==> config.mk <==
export PLATFORM = sky130hd
export DESIGN_NAME = wps_supervisor
export DESIGN_NICKNAME = d
export VERILOG_FILES = /design/src/wps_pkg.sv /design/src/wps_sync.sv /design/src/wps_supervisor.sv
export SDC_FILE = /design/constraint.sdc
export NUM_CORES = 1
export LEC_CHECK = 0
export ABC_AREA = 1
export BUFFER_PORTS_ARGS = -buffer_cell sky130_fd_sc_hd__buf_2
export CORE_MARGIN = 1
export CORE_UTILIZATION = 50
export CTS_BUF_LIST = sky130_fd_sc_hd__clkbuf_16
export CTS_CLUSTER_DIAMETER = 80
export DETAILED_ROUTE_END_ITERATION = 12
export GPL_ROUTABILITY_DRIVEN = 1
export GPL_TIMING_DRIVEN = 1
export PLACE_DENSITY = 0.74
export SLEW_MARGIN = 40
export SYNTH_ARGS = -nofsm -noshare
export SYNTH_HDL_FRONTEND = slang
export SYNTH_SLANG_ARGS = --single-unit
export TNS_END_PERCENT = 20
==> constraint.sdc <==
create_clock -name clk_sys -period 4.05 [get_ports clk_sys]
set_clock_uncertainty 0.05 [all_clocks]
set_input_delay 0.405 -clock clk_sys [delete_from_list [all_inputs] [get_ports clk_sys]]
set_output_delay 0.405 -clock clk_sys [all_outputs]
set_load 0.03 [all_outputs]
==> src/wps_pkg.sv <==
// shared constants, types and tables of the wireless power supervisor
package wps_pkg;

    // ********************************************
    // clock and time base
    // ********************************************
    localparam int CLK_HZ = 25_000_000;
    localparam int MS_PER_S = 1000;
    localparam int S_PER_MIN = 60;
    localparam int CYC_PER_MS = CLK_HZ / MS_PER_S;
    localparam int TONE_HZ = 4000;
    localparam int TONE_HALF_CYC = CLK_HZ / (2 * TONE_HZ);
    localparam int MS_W = 19;

    // ********************************************
    // durations
    // ********************************************
    localparam int TONE_MS = 400;
    localparam int HOLD_CHARGED_S = 5;
    localparam int HOLD_LONG_MIN = 5;
    localparam int RETRY_FAST_MS = 500;
    localparam int RECHAR_MS = 1000;
    localparam int NO_PKT_MS = 1800;
    localparam int POR_MS = 10;
    localparam logic [MS_W-1:0] HOLD_CHARGED = MS_W'(HOLD_CHARGED_S * MS_PER_S);
    localparam logic [MS_W-1:0] HOLD_LONG = MS_W'(HOLD_LONG_MIN * S_PER_MIN * MS_PER_S);
    localparam logic [MS_W-1:0] HOLD_FAST = MS_W'(RETRY_FAST_MS);
    localparam logic [MS_W-1:0] RECHAR_LEN = MS_W'(RECHAR_MS);
    localparam logic [MS_W-1:0] NO_PKT_LEN = MS_W'(NO_PKT_MS);
    localparam logic [MS_W-1:0] POR_LEN = MS_W'(POR_MS);
    localparam logic [MS_W-1:0] TONE_LEN = MS_W'(TONE_MS);

    // ********************************************
    // operating point
    // ********************************************
    localparam logic [7:0] FREQ_MIN_KHZ = 8'd110;
    localparam logic [7:0] FREQ_MAX_KHZ = 8'd205;
    localparam logic [7:0] FREQ_CAP_KHZ = 8'd190;
    localparam logic [7:0] FREQ_START_KHZ = 8'd175;
    localparam logic [6:0] DUTY_NOM_PCT = 7'd50;
    localparam logic [6:0] DUTY_MIN_PCT = 7'd10;

    // ********************************************
    // packet headers and codes
    // ********************************************
    localparam logic [7:0] HDR_EPT = 8'h02;
    localparam logic [7:0] HDR_CEP = 8'h03;
    localparam logic [7:0] HDR_CS = 8'h05;
    localparam logic [7:0] EPT_CHARGED = 8'h01;
    localparam logic [7:0] EPT_INTERNAL = 8'h02;
    localparam logic [7:0] EPT_OVER_TEMP = 8'h03;
    localparam logic [7:0] EPT_BATTERY = 8'h06;
    localparam logic [7:0] CS_FULL = 8'd100;
    localparam logic [7:0] CS_REARM = 8'd90;

    // ********************************************
    // types
    // ********************************************
    typedef enum logic [2:0] {
        ST_RESET = 3'b000,
        ST_PING = 3'b001,
        ST_POWER = 3'b010,
        ST_HOLD = 3'b011,
        ST_LOCK = 3'b100
    } wps_state_t;

    typedef enum logic [1:0] {
        PS_IDLE = 2'b00,
        PS_HDR = 2'b01,
        PS_MSG = 2'b10,
        PS_SUM = 2'b11
    } wps_parse_t;

    typedef enum logic [2:0] {
        IND_IDLE = 3'b000,
        IND_POWER = 3'b001,
        IND_CHARGED = 3'b010,
        IND_FAULT = 3'b011,
        IND_DROOP = 3'b100,
        IND_LOCK = 3'b101
    } wps_ind_t;

    typedef struct packed {
        logic start;
        logic valid;
        logic [7:0] data;
    } wps_demod_t;

    typedef struct packed {
        logic [7:0] freq_khz;
        logic [6:0] duty_pct;
    } wps_drive_t;

    // led pattern per lamp: 00 off, 01 on, 10 slow blink, 11 fast blink; {c, b, a}
    localparam logic [5:0] IND_TABLE [4][6] = '{
        '{6'h00, 6'h02, 6'h01, 6'h0C, 6'h30, 6'h04},
        '{6'h00, 6'h01, 6'h03, 6'h08, 6'h0C, 6'h0F},
        '{6'h00, 6'h02, 6'h11, 6'h30, 6'h22, 6'h3F},
        '{6'h00, 6'h01, 6'h05, 6'h0C, 6'h10, 6'h0A}
    };

endpackage : wps_pkg

==> src/wps_sync.sv <==
// two-stage synchroniser for asynchronous pin levels
`timescale 1ns/10ps
module wps_sync
    import wps_pkg::*;
#(
    parameter int WIDTH = 1
) (
    input wire logic clk_sys,
    input wire logic sys_rst,
    input wire logic [WIDTH-1:0] pin_in,
    input wire logic [WIDTH-1:0] rst_val,
    output logic [WIDTH-1:0] pin_sync
);
    logic [WIDTH-1:0] stage1;

    always_ff @(posedge clk_sys) begin
        if (sys_rst) begin
            stage1 <= rst_val;
            pin_sync <= rst_val;
        end else begin
            stage1 <= pin_in;
            pin_sync <= stage1;
        end
    end

endmodule : wps_sync

==> src/wps_supervisor.sv <==
// supervisory control of the inductive power transmitter
// Contract
// - hold 5 s charged, 5 min hot, never fault
// - retry within a second on fast faults
// - led pattern picked by indicator scheme
// - recharacterize field for a second after fault
// - stale field keeps fault until retry/new receiver
// - one 400 ms 4 kHz start tone
// - hold reset until supply valid, then start
// - charge complete message stops power, shows charged
// - full charge status shows charged, keeps power
// - status below 90 restores charging indication
// - regulate frequency within 110 to 205 kHz
// - duty stays half until top frequency
// - supply droop limits operating point
// - droop limiting shows its own pattern
// - negative control error ends droop limiting
// - cap select low caps at 190 kHz
// - cap select high means full band
// - packet parsed preamble, header, message, checksum
// - control error packets move operating point
// - sense shutdown resumes after 5 min or removal
`timescale 1ns/10ps
module wps_supervisor
    import wps_pkg::*;
#(
    parameter int CYC_MS = CYC_PER_MS
) (
    input wire logic clk_sys,
    input wire logic sys_rst,
    input wire logic supply_good,
    input wire logic rx_present,
    input wire logic ext_sense_low,
    input wire logic tx_over_volt,
    input wire logic tx_over_temp,
    input wire logic internal_fault,
    input wire logic supply_droop,
    input wire logic freq_cap_select,
    input wire logic [1:0] indicator_scheme_select,
    input wire wps_demod_t demod,
    output wps_drive_t drive,
    output logic power_enable,
    output logic field_scan,
    output logic audible_start_tone,
    output logic [2:0] led
);
    // ********************************************
    // pin synchronisers
    // ********************************************
    logic [9:0] pins_sync;
    logic good_s, rx_s, sense_s, ovp_s, otp_s, int_s, droop_s, cap_s;
    logic [1:0] scheme_s;

    wps_sync #(.WIDTH(10)) u_sync (
        .clk_sys(clk_sys),
        .sys_rst(sys_rst),
        .pin_in({indicator_scheme_select, freq_cap_select, supply_droop, internal_fault,
                 tx_over_temp, tx_over_volt, ext_sense_low, rx_present, supply_good}),
        .rst_val(10'h080),
        .pin_sync(pins_sync)
    );
    assign {scheme_s, cap_s, droop_s, int_s, otp_s, ovp_s, sense_s, rx_s, good_s} = pins_sync;

    // ********************************************
    // millisecond time base
    // ********************************************
    logic [$clog2(CYC_MS)-1:0] cyc_cnt;
    logic ms_tick;
    logic [9:0] blink_ms;

    assign ms_tick = (cyc_cnt == ($clog2(CYC_MS))'(CYC_MS - 1));

    always_ff @(posedge clk_sys) begin
        if (sys_rst || ms_tick) begin
            cyc_cnt <= '0;
        end else begin
            cyc_cnt <= cyc_cnt + 1'b1;
        end
        blink_ms <= sys_rst ? 10'h000 : blink_ms + 10'(ms_tick);
    end

    // ********************************************
    // packet parser
    // ********************************************
    wps_parse_t ps;
    logic [7:0] pkt_hdr, pkt_b0, pkt_sum;
    logic [2:0] pkt_left;
    logic pkt_ok, pkt_bad;

    always_ff @(posedge clk_sys) begin
        pkt_ok <= 1'b0;
        pkt_bad <= 1'b0;
        if (sys_rst) begin
            ps <= PS_IDLE;
            pkt_hdr <= 8'h00;
            pkt_b0 <= 8'h00;
            pkt_sum <= 8'h00;
            pkt_left <= 3'h0;
        end else if (demod.start) begin
            ps <= PS_HDR;
        end else if (demod.valid) begin
            unique case (ps)
                PS_IDLE: ps <= PS_IDLE;
                PS_HDR: begin
                    pkt_hdr <= demod.data;
                    pkt_sum <= demod.data;
                    pkt_left <= demod.data[7:5];
                    ps <= PS_MSG;
                end
                PS_MSG: begin
                    if (pkt_left == pkt_hdr[7:5]) begin
                        pkt_b0 <= demod.data;
                    end
                    pkt_sum <= pkt_sum ^ demod.data;
                    pkt_left <= pkt_left - 3'h1;
                    ps <= (pkt_left == 3'h0) ? PS_SUM : PS_MSG;
                end
                PS_SUM: begin
                    pkt_ok <= (pkt_sum == demod.data);
                    pkt_bad <= (pkt_sum != demod.data);
                    ps <= PS_IDLE;
                end
            endcase
        end
    end

    // ********************************************
    // decode of messages and terminations
    // ********************************************
    wps_state_t state;
    logic [MS_W-1:0] hold_ms, rechar_ms, pkt_ms, por_ms, tone_ms;
    logic hold_fault, hold_rm, stale, rx_d, charged, droop_mode;
    wire in_pwr = (state == ST_POWER);
    wire ept = pkt_ok && (pkt_hdr == HDR_EPT);
    wire cep = pkt_ok && (pkt_hdr == HDR_CEP);
    wire cs = pkt_ok && (pkt_hdr == HDR_CS);
    wire ept_lock = ept && (pkt_b0 == EPT_INTERNAL || pkt_b0 == EPT_BATTERY);
    wire ept_long = ept && (pkt_b0 == EPT_OVER_TEMP);
    wire ept_chg = ept && (pkt_b0 == EPT_CHARGED);
    wire ept_fast = ept && !ept_lock && !ept_long && !ept_chg;
    wire t_lock = in_pwr && (int_s || ept_lock);
    wire t_long = in_pwr && (otp_s || sense_s || ept_long);
    wire t_fast = in_pwr && (ovp_s || ept_fast || pkt_ms >= NO_PKT_LEN);
    wire t_chg = in_pwr && ept_chg;
    wire term = t_lock || t_long || t_fast || t_chg;
    wire [MS_W-1:0] hold_load = t_long ? HOLD_LONG : (t_fast ? HOLD_FAST : HOLD_CHARGED);
    wire rx_gone = rx_d && !rx_s;
    wire rx_new = rx_s && !rx_d;
    wire start_pwr = (state == ST_PING) && rx_s && !sense_s;

    // ********************************************
    // main sequence
    // ********************************************
    always_ff @(posedge clk_sys) begin
        rx_d <= sys_rst ? 1'b0 : rx_s;
        if (sys_rst || !good_s) begin
            state <= ST_RESET;
            por_ms <= '0;
            hold_ms <= '0;
            hold_fault <= 1'b0;
            hold_rm <= 1'b0;
        end else begin
            unique case (state)
                ST_RESET: begin
                    por_ms <= por_ms + MS_W'(ms_tick);
                    if (por_ms >= POR_LEN) state <= ST_PING;
                end
                ST_PING: if (start_pwr) state <= ST_POWER;
                ST_POWER: begin
                    if (t_lock) begin
                        state <= ST_LOCK;
                    end else if (term) begin
                        state <= ST_HOLD;
                        hold_ms <= hold_load;
                        hold_fault <= !(t_chg && !t_long && !t_fast);
                        hold_rm <= sense_s && !otp_s;
                    end
                end
                ST_HOLD: begin
                    if (hold_ms == '0 || (hold_rm && rx_gone)) begin
                        state <= ST_PING;
                    end
                    hold_ms <= hold_ms - MS_W'(ms_tick && hold_ms != '0);
                end
                ST_LOCK: state <= ST_LOCK;
                default: state <= ST_RESET;
            endcase
        end
    end

    // ********************************************
    // field recharacterization and stale fault view
    // ********************************************
    wire hold_entry = in_pwr && term && !t_lock;

    always_ff @(posedge clk_sys) begin
        if (sys_rst || hold_entry && !(t_chg && !t_long && !t_fast)) begin
            rechar_ms <= sys_rst ? '0 : RECHAR_LEN;
        end else begin
            rechar_ms <= rechar_ms - MS_W'(ms_tick && rechar_ms != '0);
        end
        if (sys_rst || state != ST_HOLD || rx_new) begin
            stale <= 1'b0;
        end else if (rx_gone && rechar_ms != '0) begin
            stale <= 1'b1;
        end
    end
    assign field_scan = (rechar_ms != '0);

    // ********************************************
    // charge status, droop and packet watchdog
    // ********************************************
    always_ff @(posedge clk_sys) begin
        if (sys_rst || !in_pwr) begin
            charged <= 1'b0;
            droop_mode <= 1'b0;
            pkt_ms <= '0;
        end else begin
            if (cs && pkt_b0 >= CS_FULL) charged <= 1'b1;
            if (cs && pkt_b0 < CS_REARM) charged <= 1'b0;
            if (cep && pkt_b0[7]) begin
                droop_mode <= 1'b0;
            end else if (droop_s) begin
                droop_mode <= 1'b1;
            end
            pkt_ms <= pkt_ok ? '0 : pkt_ms + MS_W'(ms_tick);
        end
    end

    // ********************************************
    // operating point
    // ********************************************
    wire [7:0] f_top = cap_s ? FREQ_MAX_KHZ : FREQ_CAP_KHZ;
    wire less = (cep && pkt_b0[7]) || (droop_s && ms_tick && !(cep && pkt_b0[7]));
    wire more = cep && !pkt_b0[7] && pkt_b0 != 8'h00 && !droop_mode;
    wire [7:0] f_clamp = (drive.freq_khz > f_top) ? f_top : drive.freq_khz;
    logic [7:0] next_freq;
    logic [6:0] next_duty;

    assign next_freq = !in_pwr ? FREQ_START_KHZ :
        (less && f_clamp < f_top) ? f_clamp + 8'd1 :
        (more && drive.duty_pct == DUTY_NOM_PCT && f_clamp > FREQ_MIN_KHZ) ?
        f_clamp - 8'd1 : f_clamp;
    assign next_duty = !in_pwr ? DUTY_NOM_PCT :
        (f_clamp != FREQ_MAX_KHZ) ? DUTY_NOM_PCT :
        (less && f_clamp == FREQ_MAX_KHZ && drive.duty_pct > DUTY_MIN_PCT) ?
        drive.duty_pct - 7'd1 :
        (more && drive.duty_pct < DUTY_NOM_PCT) ? drive.duty_pct + 7'd1 : drive.duty_pct;

    always_ff @(posedge clk_sys) begin
        if (sys_rst) begin
            drive <= '{freq_khz: FREQ_START_KHZ, duty_pct: DUTY_NOM_PCT};
        end else begin
            drive <= '{freq_khz: next_freq, duty_pct: next_duty};
        end
    end
    assign power_enable = in_pwr;

    // ********************************************
    // start tone
    // ********************************************
    logic [$clog2(TONE_HALF_CYC)-1:0] tone_cyc;
    logic tone_lvl;
    wire tone_half = (tone_cyc == ($clog2(TONE_HALF_CYC))'(TONE_HALF_CYC - 1));

    always_ff @(posedge clk_sys) begin
        if (sys_rst) begin
            tone_ms <= '0;
            tone_cyc <= '0;
            tone_lvl <= 1'b0;
        end else if (start_pwr && good_s) begin
            tone_ms <= TONE_LEN;
            tone_cyc <= '0;
            tone_lvl <= 1'b1;
        end else if (tone_ms != '0) begin
            tone_ms <= tone_ms - MS_W'(ms_tick);
            tone_cyc <= tone_half ? '0 : tone_cyc + 1'b1;
            tone_lvl <= tone_lvl ^ tone_half;
        end else begin
            tone_lvl <= 1'b0;
        end
    end
    assign audible_start_tone = tone_lvl;

    // ********************************************
    // indication
    // ********************************************
    logic [1:0] scheme;
    wps_ind_t ind;
    wire [5:0] pat = IND_TABLE[scheme][ind];

    assign ind = (state == ST_LOCK) ? IND_LOCK :
        (in_pwr && droop_mode) ? IND_DROOP :
        (in_pwr && charged) ? IND_CHARGED :
        in_pwr ? IND_POWER :
        (state == ST_HOLD && !hold_fault) ? IND_CHARGED :
        (state == ST_HOLD && (rx_s || stale)) ? IND_FAULT : IND_IDLE;

    always_ff @(posedge clk_sys) begin
        if (sys_rst) begin
            scheme <= 2'h0;
        end else if (state == ST_RESET) begin
            scheme <= scheme_s;
        end
    end

    genvar gi;
    generate
        for (gi = 0; gi < 3; gi++) begin : g_led
            wire [1:0] p = pat[2*gi +: 2];
            always_ff @(posedge clk_sys) begin
                led[gi] <= !sys_rst && (p == 2'b01 || (p == 2'b10 && blink_ms[9]) ||
                    (p == 2'b11 && blink_ms[7]));
            end
        end
    endgenerate

    // ********************************************
    // checks
    // ********************************************
    a_freq_band: assert property (@(posedge clk_sys) disable iff (sys_rst)
        in_pwr |=> drive.freq_khz >= FREQ_MIN_KHZ && drive.freq_khz <= FREQ_MAX_KHZ)
        else $error("drive frequency left band");
    a_freq_cap: assert property (@(posedge clk_sys) disable iff (sys_rst)
        !cap_s && $past(!cap_s) |-> drive.freq_khz <= FREQ_CAP_KHZ)
        else $error("frequency above cap");
    a_duty_top: assert property (@(posedge clk_sys) disable iff (sys_rst)
        drive.duty_pct < DUTY_NOM_PCT |-> drive.freq_khz == FREQ_MAX_KHZ)
        else $error("duty reduced below top frequency");
    a_tone_start: assert property (@(posedge clk_sys) disable iff (sys_rst)
        start_pwr && good_s |=> tone_ms == TONE_LEN ##1 tone_lvl)
        else $error("start tone not launched");
    a_ept_charge: assert property (@(posedge clk_sys) disable iff (sys_rst || !good_s)
        t_chg && !t_lock && !t_long && !t_fast |=> state == ST_HOLD && !power_enable
        && hold_ms == HOLD_CHARGED ##1 ind == IND_CHARGED)
        else $error("charge complete not handled");
    a_cs_full: assert property (@(posedge clk_sys) disable iff (sys_rst || !good_s)
        in_pwr && cs && pkt_b0 >= CS_FULL && !term |=> charged && power_enable)
        else $error("full status mishandled");
    a_cs_rearm: assert property (@(posedge clk_sys) disable iff (sys_rst || !good_s)
        cs && pkt_b0 < CS_REARM && !term |=> !charged)
        else $error("charging indication not restored");
    a_droop_exit: assert property (@(posedge clk_sys) disable iff (sys_rst || !good_s)
        droop_mode && cep && pkt_b0[7] && !term |=> !droop_mode ##1 ind != IND_DROOP)
        else $error("negative error kept droop limiting");
    a_lock_holds: assert property (@(posedge clk_sys) disable iff (sys_rst)
        state == ST_LOCK && good_s |=> state == ST_LOCK [*8])
        else $error("lockout released");
    a_bad_sum: assert property (@(posedge clk_sys) disable iff (sys_rst)
        pkt_bad && in_pwr && !droop_s && drive.freq_khz <= f_top |=> $stable(drive))
        else $error("bad checksum accepted");
    a_fast_hold: assert property (@(posedge clk_sys) disable iff (sys_rst || !good_s)
        t_fast && !t_lock && !t_long |=> hold_ms == HOLD_FAST)
        else $error("fast retry wait wrong");

endmodule : wps_supervisor

-- Word-level counts from Yosys, hierarchy flattened
Index checks and enable logic that the tools add are counted.
W data, S select, Z words.
- add/sub/neg operators: 13
- multipliers: 0
- divide/modulo/power cells: 0
- magnitude comparators: 11
- equality and inequality tests: 37
- shift-type cells: 0
- muxes and demuxes: 42
- bitwise logic cells: 9
- reductions and logical operators: 125
- operator list (kind ; number):
    $mux W19 ; 4
    $bmux W36 S2 ; 1
    $mux W36 ; 2
    $reduce_bool A19 Y1 ; 3
    $sub A19 B1 Y19 ; 3
    $logic_and A1 B1 Y1 ; 55
    $add A19 B1 Y19 ; 2
    $pmux W19 S2 ; 1
    $eq A8 B2 Y1 const B ; 4
    $logic_or A1 B1 Y1 ; 24
    $mux W8 ; 3
    $mux W3 ; 7
    $mux W7 ; 3
    $ge A19 B11 Y1 const B ; 1
    $ge A19 B4 Y1 const B ; 1
    $logic_not A19 Y1 ; 1
    $bmux W6 S3 ; 1
    $logic_not A1 Y1 ; 18
    $mux W9 ; 2
    $eq A2 B2 Y1 const B ; 8
    $eq A8 B3 Y1 const B ; 2
    $pmux W8 S2 ; 1
    $add A15 B1 Y15 const B ; 1
    $eq A15 B15 Y1 const B ; 1
    54 further kinds ; 88
- register bits after elaboration: 212
- bits in latches: 0
- bits in writable memories: 0
- bits in read-only memories: 0
- input bits: 22
- output and inout bits: 21
- word-level logic and storage cells: 269
- memories: 0

-- Longest topological paths before layout
Gate-level depths: netlist (run 1).
- depth after elaboration: 17
- mapped depth: 26
- depth with buffers taken out: 26

-- Modules after synthesis
From an unflattened synthesis (run 1), not the netlist that was laid out.
- cells, all modules: 1601
- area, all modules: 11339.6 um^2
- modules (own cells, without submodules) (module ; instances ; cells an instance ; area an instance (um^2)):
    wps_supervisor ; 1 ; 1527 ; 10717.8
    wps_sync ; 1 ; 74 ; 621.8

-- Least setup slack after synthesis (run 1)
No wires, ideal clock.
- path type: reg-to-reg
- start: register u_sync.pin_sync[7]
- end: register drive[5] (netlist name)
- library setup time: 0.079 ns
- arrival time: 3.382 ns
- setup slack: 0.539 ns
- stages on the path, launching flop included: 24
- period minus slack after synthesis: 3.511 ns
- cell sequence: dfxtp_1 -> inv_1 -> ha_1 -> nand2_4 -> nor2_4 -> nand3_2 -> nand2_2 -> nand3_2 -> nand2_2 -> inv_1 -> ha_1 -> nand2_1 -> nor2_2 -> nand2_2 -> inv_2 -> ha_1 -> nand2_1 -> nor2_1 -> a211oi_1 -> nor2_1 -> o21ai_0 -> nand2_1 -> xor2_1 -> o211ai_1
- longest elaborated chain between the ends: 7
- elaborated cells between the ends (all ways): 10
- RTL lines (element ; RTL line ; text):
    start: declaration ; wps_sync.sv:12 ; output logic [WIDTH-1:0] pin_sync
    start signal: assignment ; wps_sync.sv:19 ; pin_sync <= rst_val;
    start signal: assignment ; wps_sync.sv:22 ; pin_sync <= stage1;
    $mux W7 (*) ; wps_supervisor.sv:233 ; wire [7:0] f_top = cap_s ? FREQ_MAX_KHZ : FREQ_CAP_KHZ;
    $gt A8 B8 Y1 ; wps_supervisor.sv:236 ; wire [7:0] f_clamp = (drive.freq_khz > f_top) ? f_top : drive.freq_khz;
    $mux W8 (*) ; wps_supervisor.sv:236 ;
    $eq A8 B8 Y1 ; wps_supervisor.sv:246 ; (less && f_clamp == FREQ_MAX_KHZ && drive.duty_pct > DUTY_MIN_PCT) ?
    $logic_and A1 B1 Y1 (2 in a row) ; wps_supervisor.sv:246 ;
    $mux W7 or $reduce_bool A2 Y1 (tied branches) ; - ;
    end signal: assignment ; wps_supervisor.sv:252 ; drive <= '{freq_khz: FREQ_START_KHZ, duty_pct: DUTY_NOM_PCT};
    end signal: assignment ; wps_supervisor.sv:254 ; drive <= '{freq_khz: next_freq, duty_pct: next_duty};
    end: declaration ; wps_supervisor.sv:41 ; output wps_drive_t drive,
Every way passes the cells marked *; elsewhere a longest branch is shown, timed or not.
A chain may end at the register's enable or synchronous reset.

-- Final worst setup path (run 1)
- start: register u_sync.pin_sync[7]
- end: register drive[6] (netlist name)
The elaborated chain is that of the path after synthesis.

==> results of run 1 <==
==> synth_stat cells, types with 6 or more instances <==
library cell / instances
sky130_fd_sc_hd__a21oi_1: 127
sky130_fd_sc_hd__a31oi_1: 13
sky130_fd_sc_hd__clkbuf_1: 22
sky130_fd_sc_hd__dfxtp_1: 212
sky130_fd_sc_hd__ha_1: 43
sky130_fd_sc_hd__inv_1: 228
sky130_fd_sc_hd__inv_2: 6
sky130_fd_sc_hd__nand2_1: 320
sky130_fd_sc_hd__nand2_2: 12
sky130_fd_sc_hd__nand3_1: 71
sky130_fd_sc_hd__nand3b_1: 6
sky130_fd_sc_hd__nand4_1: 32
sky130_fd_sc_hd__nor2_1: 218
sky130_fd_sc_hd__nor3_1: 50
sky130_fd_sc_hd__nor3b_1: 17
sky130_fd_sc_hd__nor4_1: 29
sky130_fd_sc_hd__o211ai_1: 9
sky130_fd_sc_hd__o21a_1: 9
sky130_fd_sc_hd__o21ai_0: 72
sky130_fd_sc_hd__o21ai_1: 7
sky130_fd_sc_hd__or2_2: 14
sky130_fd_sc_hd__xnor2_1: 10
sky130_fd_sc_hd__xor2_1: 30
==> registers in the layout (all words and copies together) (netlist names), 2 cells and up <==
register,count
pkt_b0,8
hold_ms,19
u_sync.pin_sync,10
por_ms,19
tone_ms,19
cyc_cnt,15
pkt_ms,19
pkt_left,3
pkt_hdr,8
tone_cyc,12
pkt_sum,8
u_sync.stage1,10
state,3
led,3
rechar_ms,19
blink_ms,10
scheme,2
drive,15
ps,2
==> critical path, delay by kind of cell (launching register included) <==
kind	cells	cell delay [ns]
buffers and inverters	3	0.31
adder cells (fa/ha/maj)	3	0.90
AND/OR/NAND/NOR	15	1.44
flip-flops	1	0.40
AO/OA/AOI/OAI	3	0.53
==> repair_timing <==
action                                  in CTS  in global routing
resized for setup                            0                  4
hold endpoints to repair                     0                  0
endpoints found under the setup margin       0                  4
==> final timing paths <==
| kind | slack, ns | end | cells after the start | from |
|---|---|---|---|---|
| worst max-delay path | 0.30 | drive[6]$_SDFFE_PP0P_ | 24 | u_sync.pin_sync[7]$_SDFF_PP1_ |
| worst min-delay path | 0.03 | u_sync.stage1[7]$_SDFF_PP1_ | 2 | freq_cap_select |
| worst max register to register | 0.30 | drive[6]$_SDFFE_PP0P_ | 24 | u_sync.pin_sync[7]$_SDFF_PP1_ |
| worst min register to register | 0.35 | u_sync.pin_sync[2]$_SDFF_PP0_ | 2 | u_sync.stage1[2]$_SDFF_PP0_ |
==> power groups by stage <==
| stage | sequential (mW) | clock, mW | combinational, mW |
|---|---|---|---|
| 5_1_grt | 2.12 | 2.11 | 0.175 |
| 4_1_cts | 2.12 | 2.02 | 0.154 |
| 3_3_place_gp | 2.17 | 0 | 0.150 |
| 6_report | 2.12 | 1.98 | 0.154 |
| 2_1_floorplan | 2.16 | 0 | 0.110 |
| 3_5_place_dp | 2.17 | 0 | 0.153 |
==> layer usage <==
metal	vias to the layer above	wire length [µm]	GRT usage, %
li1	5335	-	-
met1	4623	11700	28.2
met2	198	11300	37.0
met3	26	1120	3.35
met4	0	343	4.70
met5	-	0	0
==> cell type report <==
type                    instances  area, µm²  share of cell area, %
multi-input cells            1136       5920                   47.9
flip-flops and latches        212       4250                   34.3
inverters                     237        892                   7.21
clock buffers                  24        601                   4.86
well taps                     280        350                   2.83
repair buffers                 46        240                   1.94
clock inverters                18        118                  0.951
==> stage by stage <==
step	cell area, µm²	hold WS [ns]	worst slack, ns	util, %
2_1_floorplan	11200	0.338	0.539	-
3_3_place_gp	11600	0.343	0.263	53.1
3_5_place_dp	11600	0.344	0.0814	53.1
4_1_cts	12400	0.0182	0.0625	56.4
5_1_grt	12400	0.0234	0.0220	56.5
6_report	12400	0.0264	0.305	56.5
==> logic make-up after synthesis <==
logic type                 share of synthesized area, %
AOI/OAI and AO/OA                                  12.6
buffers and inverters                              9.14
xor gates and xnor gates                           3.14
DFF                                                38.0
and+or+nand+nor                                    32.1
adders and majority gates                          5.00
==> reports/summary.log, run 1 <==
[power] Clk pwr share 46.6%
[global_routing] number of antenna violations at the first check in global routing 0
[die] Initial Utilization 51.0%
[clock_network] H-tree depth reported by CTS 1
[yosys] distinct cell type count after synthesis 49
[detailed_routing] 1st-pass router iterations 5
[yosys] most instantiated flip-flop cell in the synthesis netlist sky130_fd_sc_hd__dfxtp_1
[critical_path] sequence of cells on the critical path inv_1, ha_1, nand2_4, nor2_4, nand3_2, nand2_2, nand3_2, nand2_2, inv_1, ha_1, nand2_1, nor2_2, nand2_2, inv_2, ha_1, nand2_1, o21ai_0, nand2_1, a21oi_1, nor2_1, nand2_2, nand2_1, a21oi_1, nor2_1
[yosys] Synth Instances 1,613
[critical_path] critical path endpoint category register
[global_routing] global-route wire length before repair 41,200 µm
[detailed_routing] DR vias 10,200
[detailed_routing] remaining antenna violation count 0
[sta] final number of max-transition violations 0
[placed_design] Placer Congestion 0.917
[placed_design] half-perimeter wire length of the detailed placement result 18,000 µm
[critical_path] Worst EP arrival 4.09 ns
[yosys] fraction of the yosys area taken by sequential cells 38.0%
[sta] Tcrit/Tclk final 92.5%
[power] relative contribution of sequential cells to total power 49.8%
[final_layout] share of final-layout standard cells stronger than drive strength 1 8.19%
[die] cell row count 54
[sta] worst slew margin relative to its limit 50.0%
[min_path] HP Class in2reg
[global_routing] grt total ovfl 0
[power] net switching component of the power 963 µW
[die] overall die area 22,900 µm²
[outcome] result of the run finished, final reports clean
[yosys] Post-Syn Area per Cell 6.93 µm²
[power] Total Power 4.26 mW
[placed_design] Cells after DPL 1,911
[sta] unrepaired setup endpoints after global routing no
[yosys] top post-synthesis cells by area sky130_fd_sc_hd__dfxtp_1, sky130_fd_sc_hd__nand2_1, sky130_fd_sc_hd__inv_1
[final_layout] commonest non-fill, non-tap cell in the layout sky130_fd_sc_hd__nand2_1
[power] peak supply drop 0.318 mV
[yosys] register bit total from synthesis 212
[critical_path] Crit path largest cell delay 0.40 ns
[sta] total negative slack 0 ns
[critical_path] crit-path max FO 8
[critical_path] worst setup path class reg2reg
[sta] worst slew pin tran 0.750 ns
[yosys] Mapped Nets 1,679
[yosys] cell type with the largest total area after synthesis sky130_fd_sc_hd__dfxtp_1
[die] Std-Cell Core Area 21,900 µm²
[clock_network] post-CTS setup-driven buffer insertion count 0
[global_routing] largest net degree at the start of global routing 29
[placed_design] count of buffers from port buffering 42
[sta] number of endpoints with negative hold slack in the final report 0
[power] Power Density 344 nW/µm²
[power] Static Leak 5.20 nW
[yosys] async set-or-reset flop fraction in the synthesized netlist 0%
[yosys] mapped cell area 11,200 µm²
[final_layout] layout net count 1,723
[yosys] count of yosys warnings during synthesis 0
[clock_network] CTS tree yes
[final_layout] number of antenna repair diodes 0
[clock_network] deepest clock path buffer count 3
[detailed_routing] first-iteration detailed-routing DRC count 543
[clock_network] count of hold-fix buffers inserted at cts 0
[detailed_routing] routed vias/inst 5.21
[clock_network] Skew-Pair Late Insertion Delay 0.52 ns
[power] part of the power in combinational logic 3.6%
[clock_network] Worst-path clk slew 0.06 ns
[global_routing] vias in the first global route 9,210
[clock_network] clk sinks 212
[die] die outline height 151 µm
[detailed_routing] routed wire length 24,400 µm
[sta] maximum operating frequency 267 MHz
[yosys] Synth top area share 38.0%
[power] fraction of power spent switching nets 22.6%
[critical_path] required time at the endpoint of the critical path 4.40 ns
[critical_path] type of element launching the critical path register
[power] internal power summed over all cells 3.30 mW
[die] width of the chip 151 µm
[clock_network] Clock Root Buffer sky130_fd_sc_hd__clkbuf_16
[yosys] number of enable flip-flop cells after synthesis 0
[sta] final setup violating endpoints 0
[detailed_routing] DRC violation count after routing 0
[flow_run] max-capacitance violation count 0
[global_routing] Total Routing Usage GR 21.5%
[clock_network] number of buffers created by CTS 24
[final_layout] filler cell count 2,115
[final_layout] leading cell types in the layout, fill and taps excluded sky130_fd_sc_hd__nand2_1, sky130_fd_sc_hd__inv_1, sky130_fd_sc_hd__nor2_1, sky130_fd_sc_hd__dfxtp_1, sky130_fd_sc_hd__a21oi_1
[detailed_routing] average wire length per cell after detail routing 12.5 µm
[sta] final critical-path required period 3.75 ns
[final_layout] Cell Count, Final, Fillers Out 1,953
[critical_path] cell with the largest stage delay on the worst path sky130_fd_sc_hd__dfxtp_4
[final_layout] Area Growth Syn to Fin 10.7%
[die] IO Count 43
Power figures use the tool's default switching activity.
==> run 2: changes to the inputs <==
- CELL_PAD_IN_SITES_DETAIL_PLACEMENT: default -> 1
- CELL_PAD_IN_SITES_GLOBAL_PLACEMENT: default -> 1
- CORE_UTILIZATION: 50 -> 45
- HOLD_SLACK_MARGIN: default -> 0.03
- PLACE_DENSITY: 0.74 -> 0.87
- REMOVE_ABC_BUFFERS: default -> 1
==> run 2 against run 1 <==
Die area grew 11%. Global-route usage is 2.7 points higher. Maximum frequency grew 0.37%. Critical endpoint unchanged.
==> reports/summary.log, run 2 (same netlist as run 1, synthesis figures left out) <==
[global_routing] grt total ovfl 0
[clock_network] Worst-path clk slew 0.06 ns
[detailed_routing] first-iteration detailed-routing DRC count 425
[sta] final setup violating endpoints 0
[clock_network] Clock Root Buffer sky130_fd_sc_hd__clkbuf_16
[critical_path] Worst EP arrival 4.10 ns
[sta] number of endpoints with negative hold slack in the final report 0
[sta] worst slew margin relative to its limit 45.4%
[global_routing] number of antenna violations at the first check in global routing 0
[critical_path] critical path endpoint category register
[critical_path] sequence of cells on the critical path buf_4, ha_1, nand2_1, nor2_4, nand3_2, nand2_2, nand3_2, nand2_2, inv_1, ha_1, nand2_1, nor2_2, nand2_2, inv_2, ha_1, nand2_1, o21ai_1, nand2_1, a21oi_1, nor2_1, nand2_2, nand2_1, a21oi_1, nor2_1
[min_path] source of the worst hold timing path rx_present
[clock_network] clk sinks 212
[die] Initial Utilization 45.9%
[clock_network] CTS tree yes
[die] cell row count 57
[global_routing] vias in the first global route 11,000
[critical_path] Crit path largest cell delay 0.37 ns
[sta] final critical-path required period 3.73 ns
[sta] maximum operating frequency 268 MHz
[global_routing] Total Routing Usage GR 24.2%
[critical_path] cell with the largest stage delay on the worst path sky130_fd_sc_hd__ha_1
[critical_path] worst setup path class reg2reg
[placed_design] half-perimeter wire length of the detailed placement result 22,200 µm
[critical_path] type of element launching the critical path register
[clock_network] post-CTS setup-driven buffer insertion count 0
[clock_network] deepest clock path buffer count 3
[final_layout] leading cell types in the layout, fill and taps excluded sky130_fd_sc_hd__nand2_1, sky130_fd_sc_hd__inv_1, sky130_fd_sc_hd__nor2_1, sky130_fd_sc_hd__dfxtp_1, sky130_fd_sc_hd__a21oi_1
[critical_path] reg-to-reg critical path endpoint drive[6]$_SDFFE_PP0P_
[detailed_routing] DRC violation count after routing 0
[flow_run] max-capacitance violation count 0
[sta] Tcrit/Tclk final 92.1%
[critical_path] crit path buf inv count 3
[clock_network] Skew-Pair Late Insertion Delay 0.53 ns
[global_routing] global-route wire length before repair 52,000 µm
[die] IO Count 43
[clock_network] H-tree depth reported by CTS 1
[critical_path] worst reg-to-reg setup slack 0.32 ns
[power] Total Power 4.53 mW
[detailed_routing] DR vias 10,700
[global_routing] largest net degree at the start of global routing 33
[detailed_routing] average wire length per cell after detail routing 15.1 µm
[placed_design] count of buffers from port buffering 42
[die] width of the chip 160 µm
[final_layout] layout net count 1,735
[critical_path] critical register-to-register path startpoint u_sync.pin_sync[7]$_SDFF_PP1_
[final_layout] Cell Count, Final, Fillers Out 2,011
[outcome] result of the run finished, final reports clean
[final_layout] commonest non-fill, non-tap cell in the layout sky130_fd_sc_hd__nand2_1
[critical_path] category of cells accounting for the largest share of critical-path delay simple AND/OR/NAND/NOR gates
[critical_path] Critical Path Source u_sync.pin_sync[7]$_SDFF_PP1_
[critical_path] Critical path destination drive[6]$_SDFFE_PP0P_
[die] overall die area 25,500 µm²
[critical_path] required time at the endpoint of the critical path 4.42 ns
[power] peak supply drop 0.235 mV
[detailed_routing] routed wire length 30,300 µm
[critical_path] Critical Path Most Common Cell sky130_fd_sc_hd__nand2_1
[sta] final number of max-transition violations 0
[detailed_routing] remaining antenna violation count 0
[placed_design] Cells after DPL 1,957
[critical_path] crit-path max FO 7
[power] Static Leak 5.29 nW
[placed_design] Placer Congestion 0.854
[sta] worst slew pin tran 0.818 ns
[final_layout] share of final-layout standard cells stronger than drive strength 1 8.60%
[detailed_routing] 1st-pass router iterations 5
[die] die outline height 160 µm
[final_layout] Area Growth Syn to Fin 12.9%
[critical_path] number of cells on the worst reg-to-reg path 24
[clock_network] number of buffers created by CTS 25
[detailed_routing] routed vias/inst 5.30
[critical_path] number of logic stages on the critical path including buffering 24
[final_layout] number of antenna repair diodes 0
[power] Power Density 359 nW/µm²
[die] Std-Cell Core Area 24,300 µm²
[min_path] HP Class in2reg
[run 2: cell types whose count changed in the layout (fill, tap and decap cells not counted), sizes merged]
cell,previous run,this run
dlygate4sd3,0,9
clkinv,14,9
clkinvlp,0,3
buf,46,48
bufinv,1,3
inv,240,242
clkbuf,24,25
[run 2: report_power, final]
group | switching (mW) | internal, mW
sequential | 0.0131 | 2.11
clock | 0.918 | 1.32
combinational | 0.111 | 0.0583
[run 2: layout make-up]
cell class / instances / area, µm²
clock inverter: 20 / 185
tap: 324 / 405
clock buffer: 25 / 626
fill: 3186 / 11700
timing repair buffer: 57 / 345
inverter: 237 / 892
multi-input combinational: 1136 / 5910
sequential: 212 / 4240
[run 2: how the worst min path moves through the flow]
stage / to / slack (ns) / cells after the start
floorplan: u_sync.pin_sync[0]$_SDFF_PP0_ / 0.34 / 2
global placement: u_sync.pin_sync[3]$_SDFF_PP0_ / 0.34 / 2
detailed placement: u_sync.pin_sync[5]$_SDFF_PP0_ / 0.35 / 2
CTS: u_sync.stage1[1]$_SDFF_PP0_ / 0.04 / 3
global route: u_sync.stage1[1]$_SDFF_PP0_ / 0.04 / 3
finish: u_sync.stage1[1]$_SDFF_PP0_ / 0.05 / 3
[run 2: metrics by stage]
step	worst slack (ns)	TNS, ns	util [%]	hold WS (ns)	area, µm²
final	0.319	0	51.8	0.0531	12600
after CTS	0.189	0	51.8	0.0392	12600
after global routing	-0.00359	-0.00359	51.8	0.0418	12600
after global placement	0.507	0	48.1	0.344	11700
after detailed placement	0.221	0	48.1	0.350	11700
after floorplan	0.508	0	-	0.338	11000
[run 2: worst reg2reg max path, delay by kind of cell (launching register included)]
kind | cells | cell delay (ns)
AOI/OAI and AO/OA | 3 | 0.51
DFF | 1 | 0.31
adders and majority gates | 3 | 0.89
and+or+nand+nor | 15 | 1.50
buffers and inverters | 3 | 0.36
[run 2: layer usage]
layer | routed length [µm] | share of wire [%] | track usage (%) | vias up
met1 | 13900 | 46 | 29.6 | 5124
met4 | 525 | 1.7 | 6.21 | 0
met3 | 831 | 2.7 | 2.76 | 38
met5 | 0 | 0 | 0 | -
li1 | - | - | - | 5363
met2 | 15000 | 50 | 44.6 | 129
[run 2: timing repair]
action                                  CTS  global route
endpoints found under the setup margin    0             2
resized for setup                         0             3
hold buffers                              9             0
endpoints found under the hold margin     9             0
